--- src/pkg/ccp_pkg.sv ---
package ccp_pkg;

    // AXI4-Lite register map (byte addresses)
    localparam logic [7:0] CCP_CTRL_OFS = 8'h00;
    localparam logic [7:0] CCP_STAT_OFS = 8'h04;
    localparam logic [7:0] CCP_IRQ_STAT_OFS = 8'h08;
    localparam logic [7:0] CCP_IRQ_MASK_OFS = 8'h0c;

    // Control register fields
    localparam int CCP_CTRL_SEL_LV_N = 0;
    localparam int CCP_CTRL_SEL_HV = 1;
    localparam int CCP_CTRL_RST_REQ = 2;
    localparam int CCP_CTRL_SESS_N = 3;
    localparam int CCP_CTRL_DIV_A = 4;
    localparam int CCP_CTRL_DIV_B = 5;
    localparam int CCP_CTRL_SUPPLY_OK = 6;
    localparam logic [31:0] CCP_CTRL_RESET = 32'h0000_000b;

    // Interrupt status bits
    localparam int CCP_IRQ_PRES_CHG = 0;
    localparam int CCP_IRQ_SUPPLY_FAIL = 1;
    localparam int CCP_IRQ_ACT_START = 2;
    localparam int CCP_IRQ_W = 3;

    // Debounce time and derived cycles at 40 MHz
    localparam int CCP_CLK_HZ = 40_000_000;
    localparam int CCP_DEBOUNCE_US = 8000;
    localparam int CCP_DEBOUNCE_CYC = CCP_CLK_HZ / 1_000_000 * CCP_DEBOUNCE_US;

    typedef enum logic [1:0] {
        CCP_SUP_3V0 = 2'b00,
        CCP_SUP_5V0 = 2'b01,
        CCP_SUP_1V8 = 2'b10,
        CCP_SUP_OFF = 2'b11
    } ccp_supply_t;

    typedef enum logic [1:0] {
        CCP_ST_SHUTDOWN = 2'b00,
        CCP_ST_ACTIVE = 2'b01,
        CCP_ST_DEEP = 2'b10
    } ccp_state_t;

    localparam logic [1:0] CCP_BRESP_OK = 2'b00;
    localparam logic [1:0] CCP_BRESP_DECERR = 2'b11;

endpackage

--- src/core/ccp_ctrl.sv ---
// Design decisions made here: the AXI4-Lite register port and the register addresses.
`timescale 1ns/1ps
// Functional notes
// With the 1.8 V select high, the high select picks a 5 V card supply when high, 3 V when low.
// A low 1.8 V select requests 1.8 V; high disables the 1.8 V choice.
// The card reset request passes to the card reset contact without inversion.
// A low session command requests the start of activation.
// The card clock rate comes from the two divider select levels together.
// Select a,b of 00 gives 1/8, 01 gives 1/4, 11 gives 1/2, 10 gives the full clock.
// A low presence input means card present, acted on after an 8 ms debounce.
// Status and faults are signalled on an active-low open-drain interrupt output.
// After power-up the interrupt stays low until session is high and a card is present.
// On power-down the interrupt goes low as soon as the regulator supply falls too low; in deep mode it drops one cycle later, after leaving deep.
// Every card contact stays inactive during power-up and power-down.
// The internal oscillator stays in low-frequency mode while the session command is high.
// Session high with both selectors low enters deep power-saving; any change wakes it.
// Voltage selectors are sampled at activation start and held for the session.
module ccp_ctrl #(
    parameter int DEBOUNCE_CYC = ccp_pkg::CCP_DEBOUNCE_CYC
) (
    input wire logic aclk,
    input wire logic aresetn,
    input wire logic [7:0] s_axi_awaddr,
    input wire logic s_axi_awvalid,
    output logic s_axi_awready,
    input wire logic [31:0] s_axi_wdata,
    input wire logic [3:0] s_axi_wstrb,
    input wire logic s_axi_wvalid,
    output logic s_axi_wready,
    output logic [1:0] s_axi_bresp,
    output logic s_axi_bvalid,
    input wire logic s_axi_bready,
    input wire logic [7:0] s_axi_araddr,
    input wire logic s_axi_arvalid,
    output logic s_axi_arready,
    output logic [31:0] s_axi_rdata,
    output logic [1:0] s_axi_rresp,
    output logic s_axi_rvalid,
    input wire logic s_axi_rready,
    input wire logic card_present_n,
    input wire logic card_clock_in,
    output logic card_clock,
    output logic card_reset,
    output logic [1:0] card_supply_sel,
    output logic card_contacts_active,
    output logic osc_high_freq,
    output logic deep_power_save,
    output logic status_interrupt_out,
    output logic status_interrupt_oe_n,
    output logic irq
);
    import ccp_pkg::*;

    localparam int DBW = $clog2(DEBOUNCE_CYC + 1);

    function automatic logic [31:0] wr_merge(input logic [31:0] old, input logic [31:0] d,
                                             input logic [3:0] be);
        logic [31:0] r;
        r = old;
        for (int i = 0; i < 4; i++) begin
            if (be[i]) begin
                r[i*8 +: 8] = d[i*8 +: 8];
            end
        end
        return r;
    endfunction

    // Bus-side registers
    logic [31:0] ctrl_ff;
    logic [CCP_IRQ_W-1:0] istat_ff, imask_ff;
    logic aw_ff, w_ff;
    logic [7:0] awaddr_ff;
    logic [31:0] wdata_ff;
    logic [3:0] wstrb_ff;
    logic bvalid_ff, arready_ff, rvalid_ff;
    logic [1:0] bresp_ff, rresp_ff;
    logic [31:0] rdata_ff;

    // Pin synchronisers
    logic pres_s1_ff, pres_s2_ff, cki_s1_ff, cki_s2_ff, cki_d_ff;
    logic pres_db_ff;
    logic [DBW-1:0] db_cnt_ff;
    logic powered_ff;
    logic [1:0] sup_ff;
    ccp_state_t state_ff;
    logic [2:0] div_ff;
    logic clk_ff, rst_ff, act_ff, osc_ff, deep_ff, int_n_ff, irq_ff;
    logic [2:0] wake_ref_ff;

    wire sel_lv_n = ctrl_ff[CCP_CTRL_SEL_LV_N];
    wire sel_hv = ctrl_ff[CCP_CTRL_SEL_HV];
    wire sess_n = ctrl_ff[CCP_CTRL_SESS_N];
    wire supply_ok = ctrl_ff[CCP_CTRL_SUPPLY_OK];
    wire [2:0] wake_now = {sess_n, sel_lv_n, sel_hv};

    wire wr_fire = aw_ff && w_ff && !bvalid_ff;
    wire wr_ctrl = wr_fire && awaddr_ff == CCP_CTRL_OFS;
    wire wr_istat = wr_fire && awaddr_ff == CCP_IRQ_STAT_OFS;
    wire wr_imask = wr_fire && awaddr_ff == CCP_IRQ_MASK_OFS;
    wire wr_hit = wr_ctrl || wr_istat || wr_imask || (wr_fire && awaddr_ff == CCP_STAT_OFS);
    wire rd_fire = s_axi_arvalid && arready_ff;

    wire pres_raw = !pres_s2_ff;
    wire db_done = db_cnt_ff == DBW'(DEBOUNCE_CYC - 1);
    wire pres_chg = pres_raw != pres_db_ff && db_done;
    wire card_in = pres_db_ff;

    // Supply choice: 1.8 V select dominates the 5/3 V select
    wire [1:0] sup_req = !sel_lv_n ? CCP_SUP_1V8 : (sel_hv ? CCP_SUP_5V0 : CCP_SUP_3V0);
    wire act_req = !sess_n && card_in && supply_ok && state_ff != CCP_ST_ACTIVE;
    wire sess_end = state_ff == CCP_ST_ACTIVE && (sess_n || !card_in || !supply_ok);
    wire deep_cond = sess_n && !sel_lv_n && !sel_hv && supply_ok;
    wire div_sel_a = ctrl_ff[CCP_CTRL_DIV_A];
    wire div_sel_b = ctrl_ff[CCP_CTRL_DIV_B];
    // Counts both input edges so full rate needs no second clock
    wire [2:0] div_tick = {div_sel_a, div_sel_b} == 2'b00 ? 3'h7 :
                          {div_sel_a, div_sel_b} == 2'b01 ? 3'h3 :
                          {div_sel_a, div_sel_b} == 2'b11 ? 3'h1 : 3'h0;
    wire cki_edge = cki_s2_ff != cki_d_ff;
    wire div_wrap = (div_ff & div_tick) == div_tick;
    wire [CCP_IRQ_W-1:0] ev = {act_req, !supply_ok && powered_ff, pres_chg};
    wire [31:0] status_word = {22'h0, int_n_ff, deep_ff, osc_ff, act_ff,
                               2'(state_ff), sup_ff, card_in, powered_ff};
    wire [31:0] rd_word = s_axi_araddr == CCP_CTRL_OFS ? ctrl_ff :
                          s_axi_araddr == CCP_STAT_OFS ? status_word :
                          s_axi_araddr == CCP_IRQ_STAT_OFS ? {29'h0, istat_ff} :
                          s_axi_araddr == CCP_IRQ_MASK_OFS ? {29'h0, imask_ff} : 32'h0;
    wire rd_hit = s_axi_araddr[7:4] == 4'h0 && s_axi_araddr[1:0] == 2'b00;

    always_ff @(posedge aclk) begin
        if (!aresetn) begin
            aw_ff <= 1'b0;
            w_ff <= 1'b0;
            awaddr_ff <= 8'h00;
            wdata_ff <= 32'h0000_0000;
            wstrb_ff <= 4'h0;
            bvalid_ff <= 1'b0;
            bresp_ff <= CCP_BRESP_OK;
        end else begin
            if (s_axi_awvalid && !aw_ff) begin
                aw_ff <= 1'b1;
                awaddr_ff <= s_axi_awaddr;
            end
            if (s_axi_wvalid && !w_ff) begin
                w_ff <= 1'b1;
                wdata_ff <= s_axi_wdata;
                wstrb_ff <= s_axi_wstrb;
            end
            if (wr_fire) begin
                bvalid_ff <= 1'b1;
                bresp_ff <= wr_hit ? CCP_BRESP_OK : CCP_BRESP_DECERR;
            end else if (bvalid_ff && s_axi_bready) begin
                bvalid_ff <= 1'b0;
                aw_ff <= 1'b0;
                w_ff <= 1'b0;
            end
        end
    end

    always_ff @(posedge aclk) begin
        if (!aresetn) begin
            arready_ff <= 1'b0;
            rvalid_ff <= 1'b0;
            rdata_ff <= 32'h0000_0000;
            rresp_ff <= CCP_BRESP_OK;
        end else begin
            arready_ff <= !rvalid_ff && !arready_ff && s_axi_arvalid;
            if (rd_fire) begin
                rvalid_ff <= 1'b1;
                rdata_ff <= rd_hit ? rd_word : 32'h0000_0000;
                rresp_ff <= rd_hit ? CCP_BRESP_OK : CCP_BRESP_DECERR;
            end else if (rvalid_ff && s_axi_rready) begin
                rvalid_ff <= 1'b0;
            end
        end
    end

    // Set wins over write-one-to-clear
    always_ff @(posedge aclk) begin
        if (!aresetn) begin
            ctrl_ff <= CCP_CTRL_RESET;
            istat_ff <= '0;
            imask_ff <= '0;
            irq_ff <= 1'b0;
        end else begin
            if (wr_ctrl) begin
                ctrl_ff <= wr_merge(ctrl_ff, wdata_ff, wstrb_ff) & 32'h0000_007f;
            end
            if (wr_imask) begin
                imask_ff <= wdata_ff[CCP_IRQ_W-1:0];
            end
            istat_ff <= (istat_ff & ~(wr_istat ? wdata_ff[CCP_IRQ_W-1:0] : '0)) | ev;
            irq_ff <= |(istat_ff & imask_ff);
        end
    end

    always_ff @(posedge aclk) begin
        if (!aresetn) begin
            pres_s1_ff <= 1'b1;
            pres_s2_ff <= 1'b1;
            cki_s1_ff <= 1'b0;
            cki_s2_ff <= 1'b0;
            cki_d_ff <= 1'b0;
        end else begin
            pres_s1_ff <= card_present_n;
            pres_s2_ff <= pres_s1_ff;
            cki_s1_ff <= card_clock_in;
            cki_s2_ff <= cki_s1_ff;
            cki_d_ff <= cki_s2_ff;
        end
    end

    // Debounce restarts on every bounce of the contact
    always_ff @(posedge aclk) begin
        if (!aresetn) begin
            db_cnt_ff <= '0;
            pres_db_ff <= 1'b0;
        end else if (pres_raw == pres_db_ff) begin
            db_cnt_ff <= '0;
        end else if (db_done) begin
            db_cnt_ff <= '0;
            pres_db_ff <= pres_raw;
        end else begin
            db_cnt_ff <= db_cnt_ff + DBW'(1);
        end
    end

    always_ff @(posedge aclk) begin
        if (!aresetn) begin
            state_ff <= CCP_ST_SHUTDOWN;
            sup_ff <= CCP_SUP_OFF;
            powered_ff <= 1'b0;
            wake_ref_ff <= 3'h0;
        end else begin
            powered_ff <= supply_ok;
            unique case (state_ff)
                CCP_ST_SHUTDOWN: begin
                    if (act_req) begin
                        state_ff <= CCP_ST_ACTIVE;
                        sup_ff <= sup_req;
                    end else if (deep_cond) begin
                        state_ff <= CCP_ST_DEEP;
                        wake_ref_ff <= wake_now;
                    end
                end
                CCP_ST_ACTIVE: begin
                    if (sess_end) begin
                        state_ff <= CCP_ST_SHUTDOWN;
                        sup_ff <= CCP_SUP_OFF;
                    end
                end
                CCP_ST_DEEP: begin
                    if (wake_now != wake_ref_ff || !supply_ok) begin
                        state_ff <= CCP_ST_SHUTDOWN;
                    end
                end
                default: state_ff <= CCP_ST_SHUTDOWN;
            endcase
        end
    end

    // Contacts only live in an active session with good supply
    always_ff @(posedge aclk) begin
        if (!aresetn) begin
            div_ff <= 3'h0;
            clk_ff <= 1'b0;
            rst_ff <= 1'b0;
            act_ff <= 1'b0;
            osc_ff <= 1'b0;
            deep_ff <= 1'b0;
            int_n_ff <= 1'b0;
        end else begin
            act_ff <= state_ff == CCP_ST_ACTIVE && !sess_end;
            osc_ff <= !sess_n && state_ff == CCP_ST_ACTIVE;
            deep_ff <= state_ff == CCP_ST_DEEP;
            rst_ff <= act_ff && ctrl_ff[CCP_CTRL_RST_REQ];
            if (cki_edge) begin
                div_ff <= div_ff + 3'h1;
                if (div_wrap) begin
                    div_ff <= 3'h0;
                    clk_ff <= act_ff ? !clk_ff : 1'b0;
                end
            end
            if (!act_ff) begin
                clk_ff <= 1'b0;
            end
            // Deep mode: interrupt follows presence only
            int_n_ff <= state_ff == CCP_ST_DEEP ? card_in :
                        supply_ok && powered_ff && card_in && (sess_n || act_ff);
        end
    end

    assign s_axi_awready = !aw_ff;
    assign s_axi_wready = !w_ff;
    assign s_axi_bvalid = bvalid_ff;
    assign s_axi_bresp = bresp_ff;
    assign s_axi_arready = arready_ff;
    assign s_axi_rvalid = rvalid_ff;
    assign s_axi_rdata = rdata_ff;
    assign s_axi_rresp = rresp_ff;
    assign card_clock = clk_ff;
    assign card_reset = rst_ff;
    assign card_supply_sel = sup_ff;
    assign card_contacts_active = act_ff;
    assign osc_high_freq = osc_ff;
    assign deep_power_save = deep_ff;
    assign status_interrupt_out = 1'b0;
    assign status_interrupt_oe_n = int_n_ff;
    assign irq = irq_ff;

    contacts_idle_a: assert property (@(posedge aclk) disable iff (!aresetn)
        !supply_ok |=> ##1 !act_ff) else $error("contacts live without supply");
    reset_follows_a: assert property (@(posedge aclk) disable iff (!aresetn)
        card_reset |-> $past(act_ff)) else $error("card reset outside session");
    osc_low_a: assert property (@(posedge aclk) disable iff (!aresetn)
        $past(sess_n) |-> !osc_high_freq) else $error("oscillator high while idle");
    int_drop_a: assert property (@(posedge aclk) disable iff (!aresetn)
        !supply_ok && state_ff != CCP_ST_DEEP |=> !int_n_ff) else $error("int not low");
    sup_hold_a: assert property (@(posedge aclk) disable iff (!aresetn)
        state_ff == CCP_ST_ACTIVE && $past(state_ff) == CCP_ST_ACTIVE |-> $stable(sup_ff))
        else $error("supply changed in session");
    sup_pick_a: assert property (@(posedge aclk) disable iff (!aresetn)
        act_req && state_ff == CCP_ST_SHUTDOWN && !sel_lv_n |=> sup_ff == CCP_SUP_1V8)
        else $error("1.8 V not chosen");
    sup_hv_a: assert property (@(posedge aclk) disable iff (!aresetn)
        act_req && state_ff == CCP_ST_SHUTDOWN && sel_lv_n |=>
        sup_ff == (($past(sel_hv)) ? CCP_SUP_5V0 : CCP_SUP_3V0)) else $error("bad 5/3 V");
    deb_wait_a: assert property (@(posedge aclk) disable iff (!aresetn)
        $changed(pres_db_ff) |-> $past(db_done)) else $error("presence not debounced");
    act_start_a: assert property (@(posedge aclk) disable iff (!aresetn)
        act_req && state_ff == CCP_ST_SHUTDOWN |=> state_ff == CCP_ST_ACTIVE)
        else $error("activation not started");
    deep_enter_a: assert property (@(posedge aclk) disable iff (!aresetn)
        state_ff == CCP_ST_SHUTDOWN && deep_cond && !act_req |=> state_ff == CCP_ST_DEEP)
        else $error("deep mode missed");
    div_full_a: assert property (@(posedge aclk) disable iff (!aresetn)
        act_ff && cki_edge && {div_sel_a, div_sel_b} == 2'b10 |=> clk_ff != $past(clk_ff))
        else $error("full rate clock missed");
endmodule

--- config.mk ---
export PLATFORM = sky130hd
export DESIGN_NAME = ccp_ctrl
export DESIGN_NICKNAME = d
export VERILOG_FILES = /design/src/pkg/ccp_pkg.sv /design/src/core/ccp_ctrl.sv
export SDC_FILE = /design/constraint.sdc
export NUM_CORES = 1
export LEC_CHECK = 0
export ABC_AREA = 1
export BUFFER_PORTS_ARGS = -buffer_cell sky130_fd_sc_hd__buf_4
export CORE_MARGIN = 2
export CORE_UTILIZATION = 40
export CTS_BUF_LIST = sky130_fd_sc_hd__clkbuf_16
export DETAILED_ROUTE_END_ITERATION = 7
export GPL_TIMING_DRIVEN = 0
export HOLD_SLACK_MARGIN = 0.08
export PLACE_DENSITY = 0.66
export SETUP_SLACK_MARGIN = 0.15
export SKIP_LAST_GASP = 1
export SYNTH_ARGS = -nofsm -noshare
export SYNTH_HDL_FRONTEND = slang
export SYNTH_SLANG_ARGS = --single-unit
--- constraint.sdc ---
create_clock -name aclk -period 2.35 [get_ports aclk]
set_input_delay 0.5875 -clock aclk [delete_from_list [all_inputs] [get_ports aclk]]
set_output_delay 0.5875 -clock aclk [all_outputs]
set_load 0.005 [all_outputs]
==> impl_metrics.py, run 1 <==
metrics = {
    "global_routing": {
        "number_of_global_route_vias_before_repair": 3263,
        "globalRoute.totalOverflow": 0,
        "antenna_found_initial": 0,
        "grt_first_pass_wirelength_mm": 14.4,
        "global_route_total_usage_across_every_layer": 0.162,
        "maximum_number_of_pins_on_one_net_before_global_route_repair": 15,
    },
    "cts": {
        "cts_setup_buffers": 0,
        "cts-root-buf": "clkbuf_16",
        "clkTransAtPathRegs_ns": 0.07,
        "tritoncts_clock_tree": "built",
        "cts_repair_resized_insts": 0,
        "clock_latency_late_sink_ns": 0.33,
        "clock-sinks": 89,
        "numCtsBuffers": 9,
        "h-tree-depth": 3,
        "postCtsHoldBufs": 0,
        "ctsLongestPathBuffers": 2,
    },
    "drt": {
        "sum_of_met2_wire_segment_lengths_after_detailed_routing_mm": 3.66,
        "dr_total_vias": 3489,
        "antenna_left": 0,
        "routed_wire_length_per_instance_um": 10.9,
        "met1Wirelength_mm": 4.06,
        "top_layer": "met4",
        "vias_per_cell": 4.52,
        "detailroute.wirelength.met3_um": 558,
        "violation_count_after_the_first_detailed_routing_iteration": 106,
        "drt_pre_antenna_iters": 4,
        "finalWirelength_mm": 8.43,
        "drc_errors": 0,
    },
    "timing": {
        "rsz0062_at_grt": "false",
        "worst-slew-pin-transition_ns": 0.621,
        "relSlewSlack": 0.586,
        "timing.final.hold_violations": 0,
        "report.final.setup_viol": 0,
        "post-route-period-util": 0.727,
        "achievable-frequency_ghz": 0.586,
        "final_max_slew_viol_count": 0,
        "final_setup_skew_ns": 0.0103,
        "setup_tns_ns": 0,
        "layout_min_cycle_time_ns": 1.71,
    },
    "synth": {
        "syn-mean-instance-area_um2": 7.34,
        "yosysTopAreaCell": "dfxtp_1",
        "async_reset_ff_frac": 0,
        "post_synthesis_instance_total": 542,
        "synth_common_cells": "nand2_1 (112), dfxtp_1 (89), inv_1 (63)",
        "synth.most_common_cell": "nand2_1",
        "yosysUniqueCellTypes": 35,
        "synth_seq_area_share": 0.448,
        "synth_top_cells_by_area": "dfxtp_1 (45%), nand2_1 (11%), inv_1 (5.9%)",
        "synthesis.yosys.warnings": 0,
        "post_synth_instance_area_mm2": 0.00398,
        "postSynthRegisterBits": 89,
        "synth.top_cell.area_share": 0.448,
        "synth_enable_flop_cells": 0,
        "synth_top_flop_cell": "dfxtp_1",
    },
    "final_layout": {
        "fin_util": 0.518,
        "drive_gt1_frac": 0.203,
        "area_delta_synth_final_pct": 26.5,
        "fin_cells": 772,
        "final_net_count": 698,
        "antenna-diode-count": 0,
    },
    "place": {
        "gpl.final_weighted_congestion": 0.850,
        "place.detailed.hpwl_mm": 6.44,
        "placement.io_buffers": 60,
        "place.detailed.instances": 757,
    },
    "flow_run": {
        "max-cap-violations": 0,
    },
    "worst_setup_path": {
        "worstPathBufferInverterCount": 3,
        "timing.critical_path.required_ns": 2.57,
        "timing_worst_setup_path_type": "reg -> reg",
        "critical_path_arrival_ns": 1.93,
        "worst_path_dominant_cell_family": "flip-flops",
        "critPathCaptureType": "flip-flop",
        "crit_path_cell_trace": "ha_1 -> nand2_2 -> nor2_2 -> inv_2 -> nor2_4 -> inv_2 -> o21ai_4 -> buf_12 -> nor2_2",
        "critical_path.startpoint_type": "flip-flop",
        "slowest_stage": "dfxtp_1",
        "critPathMaxStageDelay_ns": 0.37,
        "cp_max_fo": 10,
    },
    "run_status": {
        "run_status": "finished, final reports clean",
    },
    "power": {
        "static-leakage-power_nw": 2.25,
        "sequentialPowerShare": 0.448,
        "vdd.ir_drop.worst_mv": 0.422,
        "internal_power_mw": 2.79,
        "total_power_mw": 3.50,
        "p_comb_frac": 0.066,
        "power_switching_mw": 0.706,
        "clkPwrFrac": 0.486,
        "power.switching_fraction": 0.202,
        "power_density_mw_per_mm2": 695,
    },
    "floorplanning": {
        "num_rows": 36,
        "chipHeight_um": 104,
        "dieArea_mm2": 0.0108,
        "num_io_pins": 112,
        "die_w_um": 104,
        "placeableCoreArea_mm2": 0.00973,
        "floorplan.initialDensity": 0.409,
    },
    "min_path": {
        "min_path_type": "reg -> reg",
    },
}
==> tightest hold or removal path: stages, from the launching register on <==
cell	delay, ns
dfxtp_1	0.30
nand2_1	0.04
inv_1	0.04
==> placed cells by master, fill, tap and decap left out, types with 2 or more instances in the layout <==
master,count
clkbuf_16,9
inv_2,4
nand2_2,2
buf_4,85
o21bai_1,2
xnor2_1,3
conb_1,23
nand2_1,112
nor3_1,15
nor2_1,59
inv_1,63
a31oi_1,2
nor2_2,11
nand3_1,27
dfxtp_1,89
o211ai_1,4
nand4_1,4
or2_2,6
xor2_1,10
or2_0,3
bufinv_16,4
clkinv_1,2
ha_1,2
o21ai_0,29
clkbuf_1,9
a21oi_1,47
nor2_4,2
==> final cells by class <==
type,instances,area [um^2]
plain buffers,36,246
multi-input cells,371,1780
flip-flops and latches,89,1780
clock inverters,6,131
well taps,133,166
fillers,992,4690
inverters,68,255
clock buffers,9,225
repair buffers,60,450
==> stage by stage <==
| step | instance area [um^2] | hold WS (ns) | setup slack, ns |
|---|---|---|---|
| final | 5040 | 0.411 | 0.643 |
| after global routing | 5040 | 0.440 | 0.506 |
| after CTS | 5040 | 0.412 | 0.640 |
| after detailed placement | 4680 | 0.396 | 0.558 |
| after global placement | 4680 | 0.392 | 0.597 |
| after floorplan | 4060 | 0.390 | 0.823 |
==> metal layers <==
layer	track usage	vias up
met5	0	-
met4	0.0627	0
met3	0.0447	11
met2	0.262	103
met1	0.205	1519
li1	-	1856
==> final timing paths <==
path	from	end	slack, ns	depth (start not counted)
worst min-delay path	cki_s1_ff	cki_s2_ff	0.41	2
worst min register to register	cki_s1_ff	cki_s2_ff	0.41	2
worst max-delay path	db_cnt_ff[0]	db_cnt_ff[17]	0.64	9
worst max register to register	db_cnt_ff[0]	db_cnt_ff[17]	0.64	9
==> power by group through the flow <==
stage               clock network [mW]  logic [mW]  registers (mW)
floorplan                            0       0.142            1.60
global placement                     0       0.224            1.60
detailed placement                   0       0.229            1.60
CTS                               1.74       0.230            1.57
global route                      1.80       0.260            1.57
finish                            1.70       0.229            1.57
==> cells by family after synthesis <==
group,after synthesis,share of synthesized area
buffers and inverters,104,0.126
xor gates and xnor gates,13,0.0286
adders and majority gates,2,0.00629
DFF,89,0.448
and+or+nand+nor,245,0.270
AOI/OAI and AO/OA,88,0.120
other,1,0.000942
==> registers in the layout, summed over array words and instances (netlist names), 2 cells and up <==
| name | count |
|---|---|
| db_cnt_ff | 19 |
| ctrl_ff | 7 |
| card_supply_sel | 2 |
| wdata_ff | 7 |
| wake_ref_ff | 3 |
| awaddr_ff | 8 |
| state_ff | 2 |
| istat_ff | 3 |
| s_axi_rdata | 10 |
| imask_ff | 3 |
| div_ff | 3 |
No activity file was read; power rests on OpenSTA's default activity.
==> run 2: changes to the inputs <==
--- a/config.mk
+++ b/config.mk
@@ -5,7 +5,7 @@
 export SDC_FILE = /design/constraint.sdc
 export NUM_CORES = 1
 export LEC_CHECK = 0
-export ABC_AREA = 1
+export ABC_AREA = 0
 export BUFFER_PORTS_ARGS = -buffer_cell sky130_fd_sc_hd__buf_4
 export CORE_MARGIN = 2
 export CORE_UTILIZATION = 40
==> constraint.sdc (replaced) <==
create_clock -name aclk -period 1.7 [get_ports aclk]
set_input_delay 0.425 -clock aclk [delete_from_list [all_inputs] [get_ports aclk]]
set_output_delay 0.425 -clock aclk [all_outputs]
set_load 0.005 [all_outputs]
==> impl_metrics.py, run 2 <==
metrics = {
    "drt": {
        "drt_pre_antenna_iters": 4,
        "dr_total_vias": 3185,
        "routed_wire_length_per_instance_um": 13.4,
        "drc_errors": 0,
        "vias_per_cell": 4.81,
        "finalWirelength_mm": 8.85,
        "violation_count_after_the_first_detailed_routing_iteration": 121,
        "antenna_left": 0,
    },
    "worst_setup_path": {
        "critical_path.startpoint_type": "flip-flop",
        "ff2ff_path_depth": 5,
        "worst_path_dominant_cell_family": "simple AND/OR/NAND/NOR gates",
        "setup.reg_to_reg.worst_slack_ns": 0.04,
        "crit_end": "imask_ff[0]",
        "timing_worst_setup_path_type": "reg -> reg",
        "cp_max_fo": 5,
        "crit-reg2reg-launch": "awaddr_ff[4]",
        "critPathCaptureType": "flip-flop",
        "critPathMaxStageDelay_ns": 0.56,
        "critical_path_arrival_ns": 1.88,
        "timing.critical_path.required_ns": 1.92,
        "critical_path_cell_count": 5,
        "crit_path_cell_trace": "or4_4 -> buf_6 -> nor3_4 -> nand3_2 -> mux2i_1",
        "crit_path_start": "awaddr_ff[4]",
        "worstPathBufferInverterCount": 1,
        "slowest_stage": "or4_4",
        "crit-reg2reg-capture": "imask_ff[0]",
    },
    "final_layout": {
        "area_delta_synth_final_pct": 35.6,
        "biggest_register": "db_cnt_ff",
        "fin_util": 0.561,
        "largest_register_ffs": 19,
        "layout.cells.most_common": "buf_4",
        "antenna-diode-count": 0,
        "final_cell_mix": "buf_4 (99), dfxtp_1 (78), nor2_1 (44), nand2_1 (42), mux2i_1 (28)",
        "final_net_count": 591,
        "drive_gt1_frac": 0.323,
    },
    "synth": {
        "async_reset_ff_frac": 0,
        "post_synth_instance_area_mm2": 0.00382,
        "synth_enable_flop_cells": 0,
        "synth_top_cells_by_area": "dfxtp_1 (47%), mux2i_1 (7.3%), nor2_1 (5.1%)",
        "post_synthesis_instance_total": 418,
        "yosysTopAreaCell": "dfxtp_1",
        "synth.most_common_cell": "dfxtp_1",
        "postSynthRegisterBits": 89,
        "syn-mean-instance-area_um2": 9.14,
        "synth_common_cells": "dfxtp_1 (89), nor2_1 (52), nand2_1 (42)",
        "synth_top_flop_cell": "dfxtp_1",
        "synthesis.yosys.warnings": 0,
        "synth.top_cell.area_share": 0.466,
        "synth_seq_area_share": 0.466,
        "yosysUniqueCellTypes": 52,
    },
    "place": {
        "gpl.final_weighted_congestion": 0.838,
        "placement.io_buffers": 59,
        "place.detailed.hpwl_mm": 6.18,
    },
    "timing": {
        "final_max_slew_viol_count": 0,
        "setup_tns_ns": 0,
        "worst_hold_slack_ns": 0.273,
        "achievable-frequency_ghz": 0.602,
        "report.final.setup_viol": 0,
        "relSlewSlack": 0.586,
        "layout_min_cycle_time_ns": 1.66,
        "final_setup_skew_ns": 0.00985,
        "worst-slew-pin-transition_ns": 0.620,
        "timing.final.hold_violations": 0,
        "rsz0062_at_grt": "true",
        "post-route-period-util": 0.978,
    },
    "floorplanning": {
        "chipHeight_um": 102,
        "dieArea_mm2": 0.0104,
        "floorplan.initialDensity": 0.414,
        "die_w_um": 102,
        "num_io_pins": 112,
        "num_rows": 35,
        "placeableCoreArea_mm2": 0.00924,
    },
    "global_routing": {
        "globalRoute.totalOverflow": 0,
        "global_route_total_usage_across_every_layer": 0.171,
        "grt_first_pass_wirelength_mm": 14.0,
        "antenna_found_initial": 0,
        "maximum_number_of_pins_on_one_net_before_global_route_repair": 17,
        "number_of_global_route_vias_before_repair": 3008,
    },
    "run_status": {
        "run_status": "finished, final reports clean",
    },
    "cts": {
        "ctsLongestPathBuffers": 2,
        "clkTransAtPathRegs_ns": 0.06,
        "cts-root-buf": "clkbuf_16",
        "numCtsBuffers": 9,
        "tritoncts_clock_tree": "built",
        "clock_latency_late_sink_ns": 0.34,
        "clock-sinks": 89,
        "postCtsHoldBufs": 0,
        "h-tree-depth": 3,
    },
    "power": {
        "total_power_mw": 4.49,
        "power_density_mw_per_mm2": 865,
        "vdd.ir_drop.worst_mv": 0.533,
        "static-leakage-power_nw": 2.11,
    },
    "flow_run": {
        "max-cap-violations": 0,
    },
    "min_path": {
        "min_path_type": "in -> reg",
    },
}
-- run 2: cell types whose count changed in the layout (fill, tap and decap cells not counted), moves of 8 or more --
cell	change
o21ai_0	-21
xnor2_1	+12
nor3_1	-8
a21oi_1	-33
dfxtp_1	-11
nand2b_1	+8
inv_1	-52
dfxtp_2	+8
nand3_1	-17
mux2i_1	+28
nand2_1	-70
buf_4	+14
nor2_1	-15
-- run 2: stage by stage --
stage | area (um^2) | setup WS (ns) | std cells
finish | 5180 | 0.0378 | 662
global route | 5180 | -0.0274 | 662
CTS | 5010 | -0.0114 | 653
detailed placement | 4540 | -0.241 | 628
global placement | 4540 | -0.193 | 628
floorplan | 3930 | 0.0451 | 440
-- run 2: worst min-delay path by stage --
stage / startpoint / end / slack (ns) / cells after the start
after global routing: card_present_n / pres_s1_ff / 0.28 / 2
after global placement: pres_s1_ff / pres_s2_ff / 0.40 / 1
after detailed placement: pres_s1_ff / pres_s2_ff / 0.41 / 1
after CTS: card_present_n / pres_s1_ff / 0.27 / 2
after floorplan: pres_s1_ff / pres_s2_ff / 0.39 / 1
final: card_present_n / pres_s1_ff / 0.27 / 2
-- run 2: metal layers --
| metal | part of all wire | wire (um) | track usage | vias up |
|---|---|---|---|---|
| met4 | 0.017 | 150 | 0.0644 | 0 |
| met1 | 0.43 | 3810 | 0.208 | 1462 |
| li1 | - | - | - | 1614 |
| met5 | 0 | 0 | 0 | - |
| met3 | 0.058 | 512 | 0.0373 | 15 |
| met2 | 0.49 | 4380 | 0.294 | 94 |
-- run 2: final cells by class --
type                       instances  area, um^2
tap                              129         161
inverter                          13        52.6
timing repair buffer              78         613
buffer                            40         293
sequential                        89        1800
multi-input combinational        297        1960
clock inverter                     7        76.3
clock buffer                       9         225
fill                             798        4060
-- run 2: cell families after synthesis --
group / count (synthesis) / share of synthesized area
compound gates: 51 / 0.0881
flops: 89 / 0.466
simple gates: 171 / 0.227
fa+ha+maj: 2 / 0.00655
other cells: 1 / 0.000981
buf+inv: 54 / 0.0874
xor+xnor: 22 / 0.0504
mux: 28 / 0.0733
-- run 2: what timing repair did --
action	4_1_cts	5_1_grt
resized for setup	26	34
setup endpoints to repair	32	42
cloned	1	0
setup buffers	9	9
pin swaps	6	16
-- run 2: power breakdown --
group | internal [mW] | switching (mW) | total (mW) | leakage (nW)
clock | 1.15 | 0.838 | 1.99 | 0.142
combinational | 0.186 | 0.156 | 0.342 | 1.24
sequential | 2.12 | 0.0323 | 2.16 | 0.729
total | 3.46 | 1.03 | 4.49 | 2.11
==> run 3: changes to the inputs <==
--- a/config.mk
+++ b/config.mk
@@ -5,7 +5,7 @@
 export SDC_FILE = /design/constraint.sdc
 export NUM_CORES = 1
 export LEC_CHECK = 0
-export ABC_AREA = 0
+export ABC_AREA = 1
 export BUFFER_PORTS_ARGS = -buffer_cell sky130_fd_sc_hd__buf_4
 export CORE_MARGIN = 2
 export CORE_UTILIZATION = 40
==> impl_metrics.py, run 3 (synthesis results as in run 1) <==
metrics = {
    "global_routing": {
        "globalRoute.totalOverflow": 0,
        "maximum_number_of_pins_on_one_net_before_global_route_repair": 15,
        "global_route_total_usage_across_every_layer": 0.165,
        "number_of_global_route_vias_before_repair": 3293,
        "antenna_found_initial": 0,
        "grt_first_pass_wirelength_mm": 14.7,
    },
    "drt": {
        "finalWirelength_mm": 8.71,
        "antenna_left": 0,
        "vias_per_cell": 4.56,
        "routed_wire_length_per_instance_um": 11.2,
        "drc_errors": 0,
        "drt_pre_antenna_iters": 4,
        "dr_total_vias": 3558,
        "violation_count_after_the_first_detailed_routing_iteration": 133,
    },
    "worst_setup_path": {
        "crit_path_cell_trace": "ha_4 -> nand2_2 -> nor2_2 -> inv_2 -> nor2_4 -> inv_2 -> o21ai_4 -> bufbuf_16 -> nor2_2",
        "critPathMaxStageDelay_ns": 0.37,
        "crit-reg2reg-capture": "db_cnt_ff[5]",
        "timing_worst_setup_path_type": "reg -> reg",
        "timing.critical_path.required_ns": 1.93,
        "critical_path.startpoint_type": "flip-flop",
        "ff2ff_path_depth": 9,
        "setup.reg_to_reg.worst_slack_ns": 0.18,
        "slowest_stage": "dfxtp_4",
        "critical_path_arrival_ns": 1.75,
        "cp_max_fo": 5,
        "critPathCaptureType": "flip-flop",
        "crit-reg2reg-launch": "db_cnt_ff[0]",
    },
    "timing": {
        "relSlewSlack": 0.592,
        "final_setup_skew_ns": 0.00692,
        "rsz0062_at_grt": "true",
        "setup_tns_ns": 0,
        "layout_min_cycle_time_ns": 1.52,
        "achievable-frequency_ghz": 0.657,
        "worst-slew-pin-transition_ns": 0.612,
        "post-route-period-util": 0.895,
        "worst_hold_slack_ns": 0.273,
        "fin_ws_ns": 0.179,
        "timing.final.hold_violations": 0,
        "final_max_slew_viol_count": 0,
        "report.final.setup_viol": 0,
    },
    "final_layout": {
        "fin_cells": 781,
        "layout.cells.most_common": "nand2_1",
        "stdcell_area_mm2": 0.00517,
        "antenna-diode-count": 0,
        "area_delta_synth_final_pct": 30.0,
        "final_cell_mix": "nand2_1 (111), buf_4 (91), dfxtp_1 (86), inv_1 (63), nor2_1 (58)",
        "final_net_count": 707,
        "fin_util": 0.532,
        "drive_gt1_frac": 0.225,
        "biggest_register": "db_cnt_ff",
        "largest_register_ffs": 19,
    },
    "flow_run": {
        "max-cap-violations": 0,
    },
    "power": {
        "total_power_mw": 4.85,
        "power_density_mw_per_mm2": 938,
        "static-leakage-power_nw": 2.32,
        "vdd.ir_drop.worst_mv": 0.584,
    },
    "cts": {
        "numCtsBuffers": 9,
        "clock-sinks": 89,
        "clock_latency_late_sink_ns": 0.33,
        "ctsLongestPathBuffers": 2,
        "cts-root-buf": "clkbuf_16",
        "tritoncts_clock_tree": "built",
        "h-tree-depth": 3,
        "clkTransAtPathRegs_ns": 0.06,
    },
    "place": {
        "placement.cell_area_mm2": 0.00468,
        "place.detailed.instances": 757,
        "place.detailed.hpwl_mm": 6.44,
        "placement.io_buffers": 60,
        "worst_slack_placed_ns": 0.00546,
        "gpl.final_weighted_congestion": 0.850,
    },
    "floorplanning": {
        "floorplan.initialDensity": 0.409,
        "die_w_um": 104,
        "chipHeight_um": 104,
        "placeableCoreArea_mm2": 0.00973,
        "num_io_pins": 112,
        "dieArea_mm2": 0.0108,
        "num_rows": 36,
    },
    "min_path": {
        "timing.hold.worst_endpoint": "cki_s1_ff",
        "min_path_type": "in -> reg",
        "whs_path_cells": 3,
        "worst_hold_startpoint": "card_clock_in",
    },
    "run_status": {
        "run_status": "finished, final reports clean",
    },
}
[run 3: worst max-delay path by stage]
| stage | from | end | slack, ns | cells past startpoint |
|---|---|---|---|---|
| finish | db_cnt_ff[0] | db_cnt_ff[5] | 0.18 | 9 |
| global route | db_cnt_ff[0] | db_cnt_ff[7] | 0.08 | 9 |
| CTS | db_cnt_ff[0] | db_cnt_ff[5] | 0.16 | 9 |
| detailed placement | db_cnt_ff[0] | db_cnt_ff[11] | 0.005 | 9 |
| global placement | db_cnt_ff[0] | db_cnt_ff[17] | 0.003 | 9 |
| floorplan | db_cnt_ff[0] | db_cnt_ff[17] | 0.17 | 9 |
[run 3: report_power, final]
part	internal, mW	leakage [nW]	total [mW]	switching [mW]
clock network	1.57	0.169	2.35	0.782
logic	0.162	1.42	0.332	0.169
registers	2.14	0.725	2.17	0.0301
total	3.87	2.32	4.85	0.982
[run 3: repair_timing]
action                     in CTS  in global routing
pin swaps                       1                  5
setup endpoints to repair      19                 29
cloned                          1                  0
hold buffers                    0                  0
setup buffers                   5                  3
resized for setup               3                 10
[run 3: critical path, delay by kind of cell, from the launching register on]
family                   cells  cell delay, ns
AND/OR/NAND/NOR              4            0.28
adder cells (fa/ha/maj)      1            0.15
flip-flops                   1            0.37
AO/OA/AOI/OAI                1            0.19
buffers and inverters        3            0.42
[run 3: layer usage]
| metal | track usage | up-vias | routed length [um] |
|---|---|---|---|
| met5 | 0 | - | 0 |
| met4 | 0.0618 | 0 | 161 |
| met3 | 0.0447 | 13 | 556 |
| met2 | 0.269 | 96 | 3830 |
| met1 | 0.210 | 1567 | 4160 |
| li1 | - | 1882 | - |
[run 3: final cells by class]
class	instances	area, um^2
Tap cell	133	166
Clock buffer	9	225
Buffer	36	246
Multi-Input combinational cell	371	1810
Inverter	68	255
Timing Repair Buffer	69	551
Sequential cell	89	1790
Fill cell	983	4560
Clock inverter	6	131
